==> config.mk <==
export PLATFORM = sky130hd
export DESIGN_NAME = mcf_regs
export DESIGN_NICKNAME = d
export VERILOG_FILES = /design/src/mcf_pkg.sv /design/src/mcf_tach_div.sv /design/src/mcf_regs.sv
export SDC_FILE = /design/constraint.sdc
export NUM_CORES = 1
export LEC_CHECK = 0
export BUFFER_PORTS_ARGS = -buffer_cell sky130_fd_sc_hd__buf_2
export CORE_MARGIN = 10
export CORE_UTILIZATION = 30
export DETAILED_ROUTE_END_ITERATION = 10
export PLACE_DENSITY = 0.6
export SLEW_MARGIN = 20
export SYNTH_ARGS = -nofsm -noshare
export SYNTH_HDL_FRONTEND = slang
export SYNTH_SLANG_ARGS = --single-unit
==> constraint.sdc <==
create_clock -name clk_in -period 1.61 [get_ports clk_in]
set_clock_uncertainty 0.05 [all_clocks]
set_input_delay 0.483 -clock clk_in [delete_from_list [all_inputs] [get_ports clk_in]]
set_output_delay 0.483 -clock clk_in [all_outputs]
set_load 0.01 [all_outputs]
==> src/mcf_pkg.sv <==
// Purpose: Constants for the monitor configuration and fan divisor registers.
// Assumes: 8-bit register port reached by offset, one clock.
// Notes:   Offsets, bit positions and reset values for mcf_regs live here; the checker and testbench repeat them as literals.
package mcf_pkg;

  // ------------------------------------------------------------
  // Register offsets
  // ------------------------------------------------------------
  localparam logic [7:0] MCF_OFS_MAIN_CFG = 8'h00;  // Main configuration
  localparam logic [7:0] MCF_OFS_PIN_SEL  = 8'h01;  // Pin function select
  localparam logic [7:0] MCF_OFS_PRESCALE = 8'h02;  // Tach prescaler, fans 0..3
  localparam logic [7:0] MCF_OFS_ANA_FAN  = 8'h04;  // Analog fan value (outside)
  localparam logic [7:0] MCF_OFS_PWM_FAN  = 8'h05;  // Pulse-width fan value (outside)

  // ------------------------------------------------------------
  // Reset values
  // ------------------------------------------------------------
  localparam logic [7:0] MCF_RST_MAIN_CFG = 8'h00;
  localparam logic [7:0] MCF_RST_PIN_SEL  = 8'h00;
  localparam logic [7:0] MCF_RST_PRESCALE = 8'h55;
  localparam logic [7:0] MCF_RST_FAN_VAL  = 8'hFF;  // Fan value registers

  // ------------------------------------------------------------
  // Main configuration bit positions
  // ------------------------------------------------------------
  localparam int MCF_B_MONITOR   = 0;
  localparam int MCF_B_INT_EN    = 1;
  localparam int MCF_B_INT_CLR   = 2;
  localparam int MCF_B_AUX_SEL   = 3;
  localparam int MCF_B_ALARM_EN  = 4;
  localparam int MCF_B_ANA_AUTO  = 5;
  localparam int MCF_B_PWM_AUTO  = 6;
  localparam int MCF_B_SOFT_RST  = 7;

  // ------------------------------------------------------------
  // Prescaler field layout and full scale
  // ------------------------------------------------------------
  localparam int         MCF_PRE_W     = 2;      // Bits per fan field
  localparam int         MCF_NUM_FANS  = 4;      // Fields in the register
  localparam logic [7:0] MCF_FULL_SCALE = 8'hFF; // Forced fan drive

endpackage : mcf_pkg

==> src/mcf_tach_div.sv <==
// Purpose: Divides the tach oscillator tick by 1, 2, 4 or 8 per code.
// Assumes: osc_tick_in is a one-cycle pulse at the oscillator rate.
// Notes:   Code 00..11 gives 22.5, 11.25, 5.62, 2.81 kHz count clocks.
module mcf_tach_div (
  // Clock and reset
  input  wire logic       clk_in,
  input  wire logic       rst_n_in,
  // Control
  input  wire logic [1:0] code_in,
  input  wire logic       osc_tick_in,
  // Divided tick
  output logic            count_tick_out
);

  logic [2:0] cnt_r;    // Oscillator tick counter
  logic [2:0] cnt_nxt;
  logic       tick_r;   // Registered divided tick
  logic       tick_nxt;
  logic [2:0] last_c;   // Terminal count for this code

  // ------------------------------------------------------------
  // Divider
  // ------------------------------------------------------------
  // Terminal count is 2^code - 1; a code change mid-count just retimes once
  always_comb begin
    last_c   = 3'((4'h1 << code_in) - 4'h1);
    cnt_nxt  = cnt_r;
    tick_nxt = 1'b0;
    if (osc_tick_in) begin
      if (cnt_r >= last_c) begin
        cnt_nxt  = 3'h0;
        tick_nxt = 1'b1;
      end else begin
        cnt_nxt = cnt_r + 3'h1;
      end
    end
  end

  // Registers only
  always_ff @(posedge clk_in or negedge rst_n_in) begin
    if (!rst_n_in) begin
      cnt_r  <= 3'h0;
      tick_r <= 1'b0;
    end else begin
      cnt_r  <= cnt_nxt;
      tick_r <= tick_nxt;
    end
  end

  assign count_tick_out = tick_r;

endmodule : mcf_tach_div

==> src/mcf_regs.sv <==
// Purpose: Main configuration, pin function select and fan 0..3 prescaler
//          registers, plus the control they steer.
// Assumes: Simple synchronous register port; one clock at 100 MHz.
// Notes:   Measurement, limits and fan value storage lie outside this block.

module mcf_regs #(
  parameter int NUM_FANS = 4  // Prescaler fields in this register
) (
  // Clock and reset
  input  wire logic       clk_in,
  input  wire logic       rst_n_in,
  // Register port
  input  wire logic [7:0] reg_addr_in,
  input  wire logic       reg_wr_in,
  input  wire logic [7:0] reg_wdata_in,
  output logic      [7:0] reg_rdata_out,
  // Events from, and control outputs to, the measurement engine
  input  wire logic       chan_limit_evt_in,
  input  wire logic       gp_int_level_in,
  input  wire logic       thermal_alarm_pin_limit_in,
  output logic            monitor_run_out,
  output logic            aux_inputs_sel_out,
  output logic            soft_reset_out,
  // Interrupt pin
  output logic            int_pin_out,
  // Thermal alarm pin, open drain
  input  wire logic       thermal_alarm_pin_in,
  output logic            thermal_alarm_pin_out,
  output logic            thermal_alarm_pin_oe_n_out,
  // Fan output values
  input  wire logic [7:0] ana_fan_reg_in,
  input  wire logic [7:0] pwm_fan_reg_in,
  input  wire logic [7:0] ana_auto_in,
  input  wire logic [7:0] pwm_auto_in,
  output logic      [7:0] ana_fan_out,
  output logic      [7:0] pwm_fan_out,
  output logic      [3:0] ana_min_speed_out,
  output logic      [3:0] pwm_min_speed_out,
  // Pin function and tach clocks
  output logic      [7:0] gp_pin_mode_out,
  input  wire logic       osc_tick_in,
  output logic [NUM_FANS-1:0] fan_count_tick_out
);

  // Only four 2-bit fields fit the 8-bit prescaler register
  if (NUM_FANS != mcf_pkg::MCF_NUM_FANS) begin : g_bad_fans
    $error("NUM_FANS must match the prescaler register layout");
  end

  // ------------------------------------------------------------
  // State
  // ------------------------------------------------------------
  logic [7:0] main_configuration_r;       // Offset 00h
  logic [7:0] main_configuration_nxt;
  logic [7:0] pin_function_select_r;      // Offset 01h
  logic [7:0] pin_function_select_nxt;
  logic [7:0] tach_prescaler_low_fans_r;  // Offset 02h
  logic [7:0] tach_prescaler_low_fans_nxt;
  logic       chan_int_r;                 // Latched channel interrupt
  logic       chan_int_nxt;
  logic [7:0] rdata_r;                    // Registered read data
  logic [7:0] rdata_nxt;
  logic       soft_rst_c;                 // Soft reset in effect
  logic       alarm_in_low_c;             // Pin pulled low by anyone

  // Write strobe for one offset
  function automatic logic wr_hit(input logic [7:0] ofs);
    return reg_wr_in && (reg_addr_in == ofs);
  endfunction : wr_hit

  // ------------------------------------------------------------
  // Register next values
  // ------------------------------------------------------------
  // Soft reset holds the other registers at power-on values while set;
  // its own bit stays writable so software can release it.
  always_comb begin
    soft_rst_c                  = main_configuration_r[mcf_pkg::MCF_B_SOFT_RST];
    main_configuration_nxt      = main_configuration_r;
    pin_function_select_nxt     = pin_function_select_r;
    tach_prescaler_low_fans_nxt = tach_prescaler_low_fans_r;
    if (wr_hit(mcf_pkg::MCF_OFS_MAIN_CFG)) begin
      main_configuration_nxt = reg_wdata_in;
    end
    if (wr_hit(mcf_pkg::MCF_OFS_PIN_SEL)) begin
      pin_function_select_nxt = reg_wdata_in;
    end
    if (wr_hit(mcf_pkg::MCF_OFS_PRESCALE)) begin
      tach_prescaler_low_fans_nxt = reg_wdata_in;
    end
    if (soft_rst_c) begin
      main_configuration_nxt = mcf_pkg::MCF_RST_MAIN_CFG;
      main_configuration_nxt[mcf_pkg::MCF_B_SOFT_RST] =
        wr_hit(mcf_pkg::MCF_OFS_MAIN_CFG) ? reg_wdata_in[mcf_pkg::MCF_B_SOFT_RST] : 1'b1;
      pin_function_select_nxt     = mcf_pkg::MCF_RST_PIN_SEL;
      tach_prescaler_low_fans_nxt = mcf_pkg::MCF_RST_PRESCALE;
    end
  end

  // ------------------------------------------------------------
  // Channel interrupt latch
  // ------------------------------------------------------------
  // Clear is a level; a new event in a clear cycle still sets the latch,
  // so an out-of-limit channel re-raises on the next pass.
  always_comb begin
    chan_int_nxt = chan_int_r;
    if (main_configuration_r[mcf_pkg::MCF_B_INT_CLR] || soft_rst_c) begin
      chan_int_nxt = 1'b0;
    end
    if (chan_limit_evt_in && !soft_rst_c) begin
      chan_int_nxt = 1'b1;
    end
  end

  // ------------------------------------------------------------
  // Read mux
  // ------------------------------------------------------------
  always_comb begin
    unique case (reg_addr_in)
      mcf_pkg::MCF_OFS_MAIN_CFG: rdata_nxt = main_configuration_r;
      mcf_pkg::MCF_OFS_PIN_SEL:  rdata_nxt = pin_function_select_r;
      mcf_pkg::MCF_OFS_PRESCALE: rdata_nxt = tach_prescaler_low_fans_r;
      default:                   rdata_nxt = 8'h00;  // Not held here
    endcase
  end

  // Registers only
  always_ff @(posedge clk_in or negedge rst_n_in) begin
    if (!rst_n_in) begin
      main_configuration_r      <= mcf_pkg::MCF_RST_MAIN_CFG;
      pin_function_select_r     <= mcf_pkg::MCF_RST_PIN_SEL;
      tach_prescaler_low_fans_r <= mcf_pkg::MCF_RST_PRESCALE;
      chan_int_r                <= 1'b0;
      rdata_r                   <= 8'h00;
    end else begin
      main_configuration_r      <= main_configuration_nxt;
      pin_function_select_r     <= pin_function_select_nxt;
      tach_prescaler_low_fans_r <= tach_prescaler_low_fans_nxt;
      chan_int_r                <= chan_int_nxt;
      rdata_r                   <= rdata_nxt;
    end
  end

  assign reg_rdata_out = rdata_r;

  // ------------------------------------------------------------
  // Control outputs
  // ------------------------------------------------------------
  assign monitor_run_out    = main_configuration_r[mcf_pkg::MCF_B_MONITOR];
  assign aux_inputs_sel_out = main_configuration_r[mcf_pkg::MCF_B_AUX_SEL];
  assign soft_reset_out     = soft_rst_c;

  // GP pin interrupts are levels, untouched by the clear bit
  assign int_pin_out = main_configuration_r[mcf_pkg::MCF_B_INT_EN]
                       && (chan_int_r || gp_int_level_in);

  // Open drain: oe low pulls the pin low
  assign thermal_alarm_pin_out      = 1'b0;
  assign thermal_alarm_pin_oe_n_out =
    !(main_configuration_r[mcf_pkg::MCF_B_ALARM_EN] && thermal_alarm_pin_limit_in);

  // External pull-down reads low too; both force full scale
  assign alarm_in_low_c = !thermal_alarm_pin_in;

  // ------------------------------------------------------------
  // Fan output selection
  // ------------------------------------------------------------
  always_comb begin
    ana_fan_out = main_configuration_r[mcf_pkg::MCF_B_ANA_AUTO]
                  ? ana_auto_in : ana_fan_reg_in;
    pwm_fan_out = main_configuration_r[mcf_pkg::MCF_B_PWM_AUTO]
                  ? pwm_auto_in : pwm_fan_reg_in;
    if (alarm_in_low_c) begin
      ana_fan_out = mcf_pkg::MCF_FULL_SCALE;
      pwm_fan_out = mcf_pkg::MCF_FULL_SCALE;
    end
  end

  // Upper nibble is the automatic loop's floor
  assign ana_min_speed_out = ana_fan_reg_in[7:4];
  assign pwm_min_speed_out = pwm_fan_reg_in[7:4];

  // One for GP pin, zero for tach input
  assign gp_pin_mode_out = pin_function_select_r;

  // ------------------------------------------------------------
  // Per-fan tach prescalers
  // ------------------------------------------------------------
  for (genvar f = 0; f < NUM_FANS; f++) begin : g_div
    mcf_tach_div u_div (
      .clk_in         (clk_in),
      .rst_n_in       (rst_n_in),
      .code_in        (tach_prescaler_low_fans_r[f*mcf_pkg::MCF_PRE_W +: mcf_pkg::MCF_PRE_W]),
      .osc_tick_in    (osc_tick_in),
      .count_tick_out (fan_count_tick_out[f])
    );
  end

endmodule : mcf_regs

==> flow_metrics.env, run 1 <==
export IMPL_start_util_pct=30.6
export IMPL_ys_ff_latch=49
export IMPL_crit_type="flop to output pin"
export IMPL_drc=0
export IMPL_cts_tree="built"
export IMPL_drv_slew=0
export IMPL_num_nets_final=478
export IMPL_worstSetupStartpointType="flop"
export IMPL_cts_buffers=5
export IMPL_vias=2371
export IMPL_synth_edf_count=0
export IMPL_grt_ovfl_total=0
export IMPL_globalplace_congestion=0.800
export IMPL_ctsRootBufferMaster="clkbuf_8"
export IMPL_regToRegSetupSlack_ns=0.06
export IMPL_wl_per_cell_um=15.0
export IMPL_ioPinCount=106
export IMPL_multi_input_area_um2=1590
export IMPL_grt_busiest_layer="met2"
export IMPL_clock_sinks=49
export IMPL_ys_seq_area_share_pct=43.7
export IMPL_syn_area_um2=2820
export IMPL_async_reset_ff_share_pct=100
export IMPL_irDropWorstVdd_mv=0.457
export IMPL_die_h_um=117
export IMPL_ctsHoldBuffers=0
export IMPL_yosysWarnings=0
export IMPL_hpwlAfterDp_um=5900
export IMPL_use_met1_pct=12.6
export IMPL_run_status="complete, but fails checks"
export IMPL_arrival_ns=1.26
export IMPL_clk_latency_ns=0.31
export IMPL_io_buffers=104
export IMPL_drt_iter0_drc=84
export IMPL_rsz0062_at_grt="true"
export IMPL_end_kind="output pin"
export IMPL_clockBufferDepth=2
export IMPL_finalHoldViolations=0
export IMPL_setup_viol=16
export IMPL_maxCapViolCount=0
export IMPL_rows=35
export IMPL_clk_pin_slew_ns=0.10
export IMPL_die_w_um=117
export IMPL_setup_ws_ns=-0.180
export IMPL_core_um2=9200
export IMPL_grt_pass1_wl_um=12200
export IMPL_grt_use_met3_pct=5.91
export IMPL_cts_htree_levels=2
export IMPL_finalCriticalPeriod_ns=1.79
export IMPL_fillers=915
export IMPL_synth_area_per_cell_um2=9.58
export IMPL_hp_class="primary input to asynchronous set/reset pin"
export IMPL_ys_flop_type="dfrtp_1"
export IMPL_track_usage_pct=11.1
export IMPL_drt_total_wl_um=7790
export IMPL_period_share_pct=111
export IMPL_die_area_um2=13700
export IMPL_cp_required_ns=1.08
export IMPL_diodes=0
export IMPL_area_growth_pct=39.3
export IMPL_grt_pass1_vias=2530
export IMPL_antenna_found_initial=0
export IMPL_cellPowerDensity_nw_per_um2=1040
export IMPL_drive_gt1_share_pct=45.5
export IMPL_power_mw=4.07
export IMPL_area_sequential_um2=1230
export IMPL_violations="negative setup slack"
export IMPL_synthCells=294
export IMPL_antenna_left=0
export IMPL_grt_max_degree=50
export IMPL_fmax_mhz=559
export IMPL_ys_types=32
export IMPL_synthesis_nets=366
export IMPL_p_leak_nw=2.11
export IMPL_critPathMaxFanout=4
export IMPL_dr_pass1_iters=4
export IMPL_met2_usage_pct=18.6
export IMPL_viasPerCell=4.58
export IMPL_whs_ns=0.0988
## report_power, final
| group | leakage, nW | internal [mW] | switching, mW |
|---|---|---|---|
| sequential | 0.650 | 1.44 | 0.128 |
| combinational | 1.41 | 0.904 | 0.792 |
| clock | 0.0518 | 0.357 | 0.445 |
## cell families after synthesis
logic type      count (synthesis)  synth area share, %
simple gates                   99                 17.1
flops                          49                 43.7
fa+ha+maj                      16                 7.11
buf+inv                        47                 8.31
mux                            44                 15.7
compound gates                 38                 7.91
other cells                     1                0.133
## per-stage QoR
| stage | cells | worst slack [ns] | setup TNS, ns | utilization [%] | instance area (um^2) |
|---|---|---|---|---|---|
| after global routing | 518 | -0.260 | -3.88 | 42.7 | 3920 |
| after detailed placement | 502 | -0.153 | -2.64 | 38.3 | 3520 |
| after floorplan | 294 | -0.0447 | -0.383 | - | 2840 |
| final | 518 | -0.180 | -2.55 | 42.7 | 3920 |
| after global placement | 502 | -0.123 | -1.79 | 38.3 | 3520 |
| after CTS | 516 | -0.201 | -2.73 | 40.9 | 3760 |
## placed cells by master (no fill, tap or decap), types with 2 or more instances in the layout
master    instances
nand3_1           2
dfrtp_1          43
nand3_2           4
or2_4             4
dfstp_2           4
nor2b_1           4
o21ai_0           2
ha_1              8
a31oi_4           3
nand4_2           2
a21o_1            4
buf_4            22
o21ai_1          10
nor2_1           45
buf_2           103
and3_1            3
mux2i_1          42
a211o_1           4
clkbuf_8          6
nand2_2           5
nand2b_4          3
inv_1            20
nand2_1          20
buf_6             4
dfrtp_2           2
a21oi_1           9
o21ai_2           2
ha_4              8
buf_12            3
## cell type report
class	instances	share of cell area [%]
multi-input combinational	198	40.5
sequential	49	31.5
timing repair buffer	132	20.0
clock inverter	2	0.447
clock buffer	6	2.11
tap	111	3.54
inverter	20	1.91
## worst max-delay path, stage by stage (launching register included)
cell and delay [ns]:
dfrtp_2 0.43, buf_6 0.14, mux2i_2 0.17, nand2_1 0.06
buf_2 0.15
## cells in the mapped netlist (3+ instances only)
master	count	area share, %
a211o_1	4	1.2
a21o_1	4	1.1
a21oi_1	10	1.8
a31oi_1	3	0.67
and3_1	3	0.67
buf_4	13	3.5
clkbuf_1	12	1.6
dfrtp_1	45	40
dfstp_2	4	3.7
ha_1	16	7.1
inv_1	20	2.7
mux2i_1	43	15
nand2_1	25	3.3
nand2b_1	3	0.67
nand3_1	6	1.1
nor2_1	45	6.0
nor2b_1	5	1.1
o21ai_0	15	2.7
or2_2	4	0.89
## worst paths after layout
check / start / to / cells after the start
max: main_configuration_r[5] / ana_fan_out[6] / 4
min: rst_n_in / g_div[2].u_div.count_tick_out / 2
max reg2reg: tach_prescaler_low_fans_r[0] / g_div[0].u_div.cnt_r[2] / 6
min reg2reg: chan_int_r / chan_int_r / 2
max in group asynchronous: rst_n_in / tach_prescaler_low_fans_r[4] / 2
min in group clk_in: chan_limit_evt_in / chan_int_r / 3
## layer usage
metal / wire length, um / vias to the layer above
met3: 749 / 4
met4: 30 / 0
met1: 3270 / 1080
met2: 3740 / 93
met5: 0 / -
li1: - / 1194
## what timing repair did
item / CTS / global route
resized for setup: 21 / 33
pin swaps: 6 / 15
setup endpoints to repair: 27 / 28
buffers inserted: 6 / 2
## sequential cells by signal, summed over array words and instances (netlist names), named ones only
signal and cells:
tach_prescaler_low_fans_r 8, chan_int_r 1, g_div.u_div.cnt_r 12, reg_rdata_out 8
g_div.u_div.count_tick_out 4, main_configuration_r 7, gp_pin_mode_out 8
Note: power is estimated with default switching activity, not from simulation.
==> run 2: changes to the inputs <==
--- a/config.mk
+++ b/config.mk
@@ -5,11 +5,11 @@
 export SDC_FILE = /design/constraint.sdc
 export NUM_CORES = 1
 export LEC_CHECK = 0
-export BUFFER_PORTS_ARGS = -buffer_cell sky130_fd_sc_hd__buf_2
 export CORE_MARGIN = 10
-export CORE_UTILIZATION = 30
+export CORE_UTILIZATION = 40
 export DETAILED_ROUTE_END_ITERATION = 10
-export PLACE_DENSITY = 0.6
+export DONT_BUFFER_PORTS = 1
+export PLACE_DENSITY = 0.61
 export SLEW_MARGIN = 20
 export SYNTH_ARGS = -nofsm -noshare
 export SYNTH_HDL_FRONTEND = slang
==> run 2 against run 1 <==
  * The flow finishes with violations (negative hold slack, negative setup slack)
  * Flip-flop and latch count stayed put
  * Cell count is 24% lower
  * Sequential power is 3% higher
  * Wire length is 13% lower
  * Utilization is 5.8 points higher
  * Final area is 16% lower
  * Global-route usage is 1.0 points higher
  * Total power is 7.9% lower
  * First-iteration DRC count is 14% higher
  * Die area is 21% lower
  * Largest power group is now sequential cells
==> flow_metrics.env, run 2 (synthesis results as in run 1) <==
export IMPL_rsz0062_at_grt="true"
export IMPL_final_util_pct=48.4
export IMPL_die_area_um2=10800
export IMPL_setup_ws_ns=-0.0547
export IMPL_worstReg2RegStart="tach_prescaler_low_fans_r[4]"
export IMPL_max_flop_register="g_div.u_div.cnt_r"
export IMPL_grt_max_degree=50
export IMPL_antenna_found_initial=0
export IMPL_period_share_pct=103
export IMPL_cts_tree="built"
export IMPL_drt_total_wl_um=6760
export IMPL_regToRegSetupSlack_ns=0.02
export IMPL_cellPowerDensity_nw_per_um2=1130
export IMPL_cp_required_ns=1.08
export IMPL_irDropWorstVdd_mv=0.551
export IMPL_finalHoldViolations=49
export IMPL_globalplace_congestion=0.757
export IMPL_end_kind="output pin"
export IMPL_cts_buffers=5
export IMPL_power_mw=3.75
export IMPL_track_usage_pct=12.1
export IMPL_r2r_end="g_div[2].u_div.cnt_r[2]"
export IMPL_viasPerCell=5.10
export IMPL_antenna_left=0
export IMPL_area_sequential_um2=1230
export IMPL_wl_per_cell_um=17.1
export IMPL_io_buffers=0
export IMPL_drv_slew=0
export IMPL_fillers=674
export IMPL_crit_type="flop to output pin"
export IMPL_drc=0
export IMPL_area_growth_pct=17.5
export IMPL_reg2reg_depth=6
export IMPL_hpwlAfterDp_um=5050
export IMPL_ctsRootBufferMaster="clkbuf_8"
export IMPL_worstSetupStartpointType="flop"
export IMPL_fmax_mhz=601
export IMPL_ioPinCount=106
export IMPL_dp_slack_ns=-0.111
export IMPL_violations="negative hold slack, negative setup slack"
export IMPL_clk_pin_slew_ns=0.09
export IMPL_diodes=0
export IMPL_drt_iter0_drc=96
export IMPL_clock_sinks=49
export IMPL_largest_reg_flops=12
export IMPL_rows=30
export IMPL_setup_tns_ns=-0.589
export IMPL_clk_latency_ns=0.29
export IMPL_maxCapViolCount=0
export IMPL_grt_ovfl_total=0
export IMPL_most_common_layout_cells="45 x nor2_1, 44 x dfrtp_1, 43 x mux2i_1, 21 x nand2_1, 20 x inv_1"
export IMPL_start_util_pct=41.2
export IMPL_layout_commonest_cell="nor2_1"
export IMPL_whs_ns=-0.177
export IMPL_hp_class="primary input to asynchronous set/reset pin"
export IMPL_cts_htree_levels=2
export IMPL_num_nets_final=370
export IMPL_p_leak_nw=1.65
export IMPL_multi_input_area_um2=1570
export IMPL_critPathMaxFanout=5
export IMPL_drive_gt1_share_pct=22.7
export IMPL_die_h_um=104
export IMPL_grt_pass1_wl_um=11200
export IMPL_die_w_um=104
export IMPL_vias=2015
export IMPL_dr_pass1_iters=4
export IMPL_finalCriticalPeriod_ns=1.66
export IMPL_arrival_ns=1.13
export IMPL_run_status="complete, but fails checks"
export IMPL_setup_viol=16
export IMPL_grt_pass1_vias=2163
export IMPL_clockBufferDepth=2
export IMPL_core_um2=6830
==> run 2: changes by cell type in the layout (fill, tap and decap cells not counted), moves of 2 or more <==
cell | before | now
buf_2 | 103 | 0
o21ai_2 | 2 | 0
buf_4 | 22 | 18
o21ai_1 | 10 | 14
o21ai_0 | 2 | 0
clkbuf_1 | 0 | 3
==> run 2: worst max path at each step <==
stage / depth (start not counted) / slack, ns / from / to
floorplan: 4 / -0.04 / reg_addr_in[6] / gp_pin_mode_out[0]
global placement: 6 / -0.04 / tach_prescaler_low_fans_r[1] / g_div[0].u_div.cnt_r[2]
detailed placement: 6 / -0.11 / tach_prescaler_low_fans_r[5] / g_div[2].u_div.cnt_r[2]
CTS: 3 / -0.08 / main_configuration_r[6] / pwm_fan_out[5]
global route: 3 / -0.13 / main_configuration_r[6] / pwm_fan_out[5]
finish: 3 / -0.05 / main_configuration_r[5] / ana_fan_out[3]
==> run 2: power by group <==
group	switching (mW)	total [mW]	internal (mW)
Sequential	0.170	1.61	1.44
Combinational	0.636	1.44	0.807
Clock	0.381	0.691	0.310
==> run 2: area by class of cell <==
class                           instances  share of cell area, %
Multi-Input combinational cell        198                   47.5
Sequential cell                        49                   37.3
Timing Repair Buffer                   24                   6.92
Tap cell                               96                   3.63
Clock buffer                            8                   2.42
Inverter                               20                   2.27
==> run 2: through the flow <==
stage               instances  cell area (um^2)
finish                    395              3310
global route              395              3310
CTS                       392              3130
detailed placement        380              2960
global placement          380              2960
floorplan                 294              2840
==> run 2: worst max-delay path, stage by stage, from the launching register on <==
cell and delay (ns):
dfrtp_2 0.42, buf_6 0.14, mux2i_1 0.15, nand2_1 0.12
==> run 2: what timing repair did <==
item | 4_1_cts | 5_1_grt
endpoints found under the setup margin | 27 | 29
pin swaps | 13 | 27
gates resized for setup | 15 | 33
endpoints found under the hold margin | 49 | 49
buffers inserted | 4 | 3
==> run 2: per-layer routing <==
layer / GRT usage, % / routed length [um] / up-vias
met5: 0 / 0 / -
met4: 2.29 / 27 / 0
met3: 4.77 / 459 / 2
met2: 19.5 / 3350 / 66
met1: 15.0 / 2920 / 974
li1: - / - / 973
==> run 3: changes to the inputs <==
--- a/config.mk
+++ b/config.mk
@@ -5,8 +5,10 @@
 export SDC_FILE = /design/constraint.sdc
 export NUM_CORES = 1
 export LEC_CHECK = 0
-export CORE_MARGIN = 10
+export ABC_AREA = 1
+export CORE_MARGIN = 4
 export CORE_UTILIZATION = 40
+export CTS_CLUSTER_DIAMETER = 200
 export DETAILED_ROUTE_END_ITERATION = 10
 export DONT_BUFFER_PORTS = 1
 export PLACE_DENSITY = 0.61
==> run 3 against run 2 <==
  * The flow finishes with violations (negative hold slack)
  * Synthesized cell count increased by 28%
  * Utilization shrank 2.6 points
  * Global-route usage rose by 2.9 points
  * Sequential power increased by 2%
  * Register-to-register slack improved by 0.03 ns
  * Clock-buffer cell count shrank 2
  * Combinational power fell by 37%
  * First-iteration DRC count shrank 22%
  * Final area decreased by 4.8%
==> flow_metrics.env, run 3 <==
export IMPL_run_status="complete, but fails checks"
export IMPL_violations="negative hold slack"
export IMPL_antenna_found_initial=0
export IMPL_finalHoldViolations=49
export IMPL_diodes=0
export IMPL_antenna_left=0
export IMPL_die_w_um=92.6
export IMPL_clk_latency_ns=0.30
export IMPL_async_reset_ff_share_pct=100
export IMPL_hp_class="primary input to asynchronous set/reset pin"
export IMPL_cp_required_ns=1.08
export IMPL_vias=2386
export IMPL_critPathMaxFanout=9
export IMPL_p_leak_nw=1.61
export IMPL_wl_per_cell_um=14.7
export IMPL_core_um2=6870
export IMPL_cts_htree_levels=2
export IMPL_crit_start="main_configuration_r[5]"
export IMPL_die_area_um2=8570
export IMPL_syn_area_um2=2860
export IMPL_start_util_pct=41.7
export IMPL_yosysWarnings=0
export IMPL_netlist_top_cells_area="dfrtp_1 39%, nand2_1 17%, nand3_1 11%, ha_1 7.0%, inv_1 4.1%"
export IMPL_regToRegSetupSlack_ns=0.05
export IMPL_clk_pin_slew_ns=0.09
export IMPL_yosys_area_top_type="dfrtp_1"
export IMPL_place_area_um2=2900
export IMPL_grt_max_degree=50
export IMPL_period_share_pct=97.7
export IMPL_grt_pass1_wl_um=10300
export IMPL_io_buffers=0
export IMPL_ctsRootBufferMaster="clkbuf_8"
export IMPL_finalInstanceArea_um2=3150
export IMPL_highest_layer="met4"
export IMPL_synth_top_area_share_pct=39.4
export IMPL_synth_area_per_cell_um2=7.63
export IMPL_max_flop_register="g_div.u_div.cnt_r"
export IMPL_wl_met2_um=3470
export IMPL_drv_slew=0
export IMPL_dr_pass1_iters=4
export IMPL_cts_tree="built"
export IMPL_drive_gt1_share_pct=18.5
export IMPL_endpoint="ana_fan_out[1]"
export IMPL_hpwlAfterDp_um=4940
export IMPL_ys_types=27
export IMPL_reg2reg_depth=7
export IMPL_area_growth_pct=9.97
export IMPL_num_nets_final=444
export IMPL_rows=30
export IMPL_wirelength_met1_um=2840
export IMPL_cpPeakStageDelay_ns=0.41
export IMPL_drc=0
export IMPL_worstSetupStartpointType="flop"
export IMPL_clockBufferDepth=2
export IMPL_globalplace_congestion=0.816
export IMPL_cts_buffers=5
export IMPL_largest_reg_flops=12
export IMPL_maxCapViolCount=0
export IMPL_slowest_stage="dfrtp_1"
export IMPL_ys_flop_type="dfrtp_1"
export IMPL_fmax_mhz=636
export IMPL_rsz0062_at_grt="true"
export IMPL_r2r_end="g_div[0].u_div.cnt_r[2]"
export IMPL_crit_path_cell_trace="buf_6, nand2_2, nand3_2"
export IMPL_clock_sinks=49
export IMPL_ys_top_cells_by_count="132 x nand2_1, 63 x nand3_1, 45 x dfrtp_1"
export IMPL_die_h_um=92.6
export IMPL_synthCells=375
export IMPL_end_kind="output pin"
export IMPL_ioPinCount=106
export IMPL_wl_met3_um=491
export IMPL_most_common_layout_cells="127 x nand2_1, 48 x nand3_1, 45 x dfrtp_1, 29 x inv_1, 16 x nor2_1"
export IMPL_ys_ff_latch=49
export IMPL_finalCriticalPeriod_ns=1.57
export IMPL_grt_pass1_vias=2247
export IMPL_synth_most_common_cell="nand2_1"
export IMPL_drt_iter0_drc=75
export IMPL_setup_viol=0
export IMPL_grt_ovfl_total=0
export IMPL_crit_type="flop to output pin"
export IMPL_drt_total_wl_um=6910
export IMPL_arrival_ns=1.04
export IMPL_ys_seq_area_share_pct=43.0
export IMPL_irDropWorstVdd_mv=0.462
export IMPL_track_usage_pct=15.1
export IMPL_synth_edf_count=0
export IMPL_viasPerCell=5.09
export IMPL_layout_commonest_cell="nand2_1"
export IMPL_worstReg2RegStart="tach_prescaler_low_fans_r[0]"
export IMPL_whs_ns=-0.186
export IMPL_synthesis_nets=447
export IMPL_cellPowerDensity_nw_per_um2=1040
-- run 3: metrics by stage --
stage | TNS, ns | setup slack [ns] | cells | total power [mW] | util, %
floorplan | 0 | 0.0586 | 375 | 2.41 | -
global placement | 0 | 0.125 | 457 | 2.47 | 42.2
detailed placement | 0 | 0.0687 | 457 | 2.52 | 42.2
CTS | 0 | 0.00472 | 465 | 3.24 | 43.9
global route | -0.191 | -0.0563 | 469 | 3.53 | 45.8
finish | 0 | 0.0371 | 469 | 3.28 | 45.8
-- run 3: logic make-up (layout without fill, tap and decap cells) --
| kind of cell | count (synthesis) | in the layout | synth area share [%] |
|---|---|---|---|
| flip-flops | 49 | 49 | 43.0 |
| other | 1 | 1 | 0.131 |
| buffers and inverters | 60 | 58 | 10.3 |
| AO/OA/AOI/OAI | 17 | 17 | 3.19 |
| adder cells (fa/ha/maj) | 16 | 16 | 7.00 |
| XOR/XNOR | 3 | 3 | 0.918 |
| AND/OR/NAND/NOR | 229 | 229 | 35.5 |
-- run 3: cell type report --
cell class	count	area (um^2)
Fill cell	703	3720
Multi-Input combinational cell	266	1460
Sequential cell	49	1230
Inverter	36	136
Tap cell	96	120
Timing Repair Buffer	14	113
Clock buffer	6	72.6
Clock inverter	2	10.0
-- run 3: timing repair --
action                                 4_1_cts  5_1_grt
gates cloned                                 0        0
setup buffers                                0        4
endpoints found under the hold margin       49       49
gates resized for setup                     10       19
setup endpoints to repair                    9       23
pin swaps                                    0        6
-- run 3: worst min path at each step --
stage / startpoint / endpoint / slack, ns
6_report: rst_n_in / tach_prescaler_low_fans_r[1] / -0.19
5_1_grt: rst_n_in / main_configuration_r[1] / -0.20
4_1_cts: rst_n_in / gp_pin_mode_out[1] / -0.19
3_5_place_dp: rst_n_in / g_div[0].u_div.count_tick_out / 0.14
3_3_place_gp: rst_n_in / g_div[0].u_div.count_tick_out / 0.14
2_1_floorplan: rst_n_in / asynchronous set/reset pin / 0.14
-- run 3: per-layer routing --
layer  track usage (%)  vias to the layer above
li1                  -                     1172
met1              17.4                     1113
met2              27.2                       89
met3              4.14                       12
met4              4.08                        0
met5                 0                        -
-- run 3: worst max-delay path, delay by kind of cell, from the launching register on --
kind,cells,cell delay (ns)
flops,1,0.41
buf+inv,1,0.15
simple gates,2,0.18
-- run 3: power by group --
group	internal, mW	switching (mW)	leakage [nW]
Sequential	1.46	0.191	0.653
Clock	0.302	0.410	0.0450
Combinational	0.409	0.504	0.910
Total	2.17	1.10	1.61
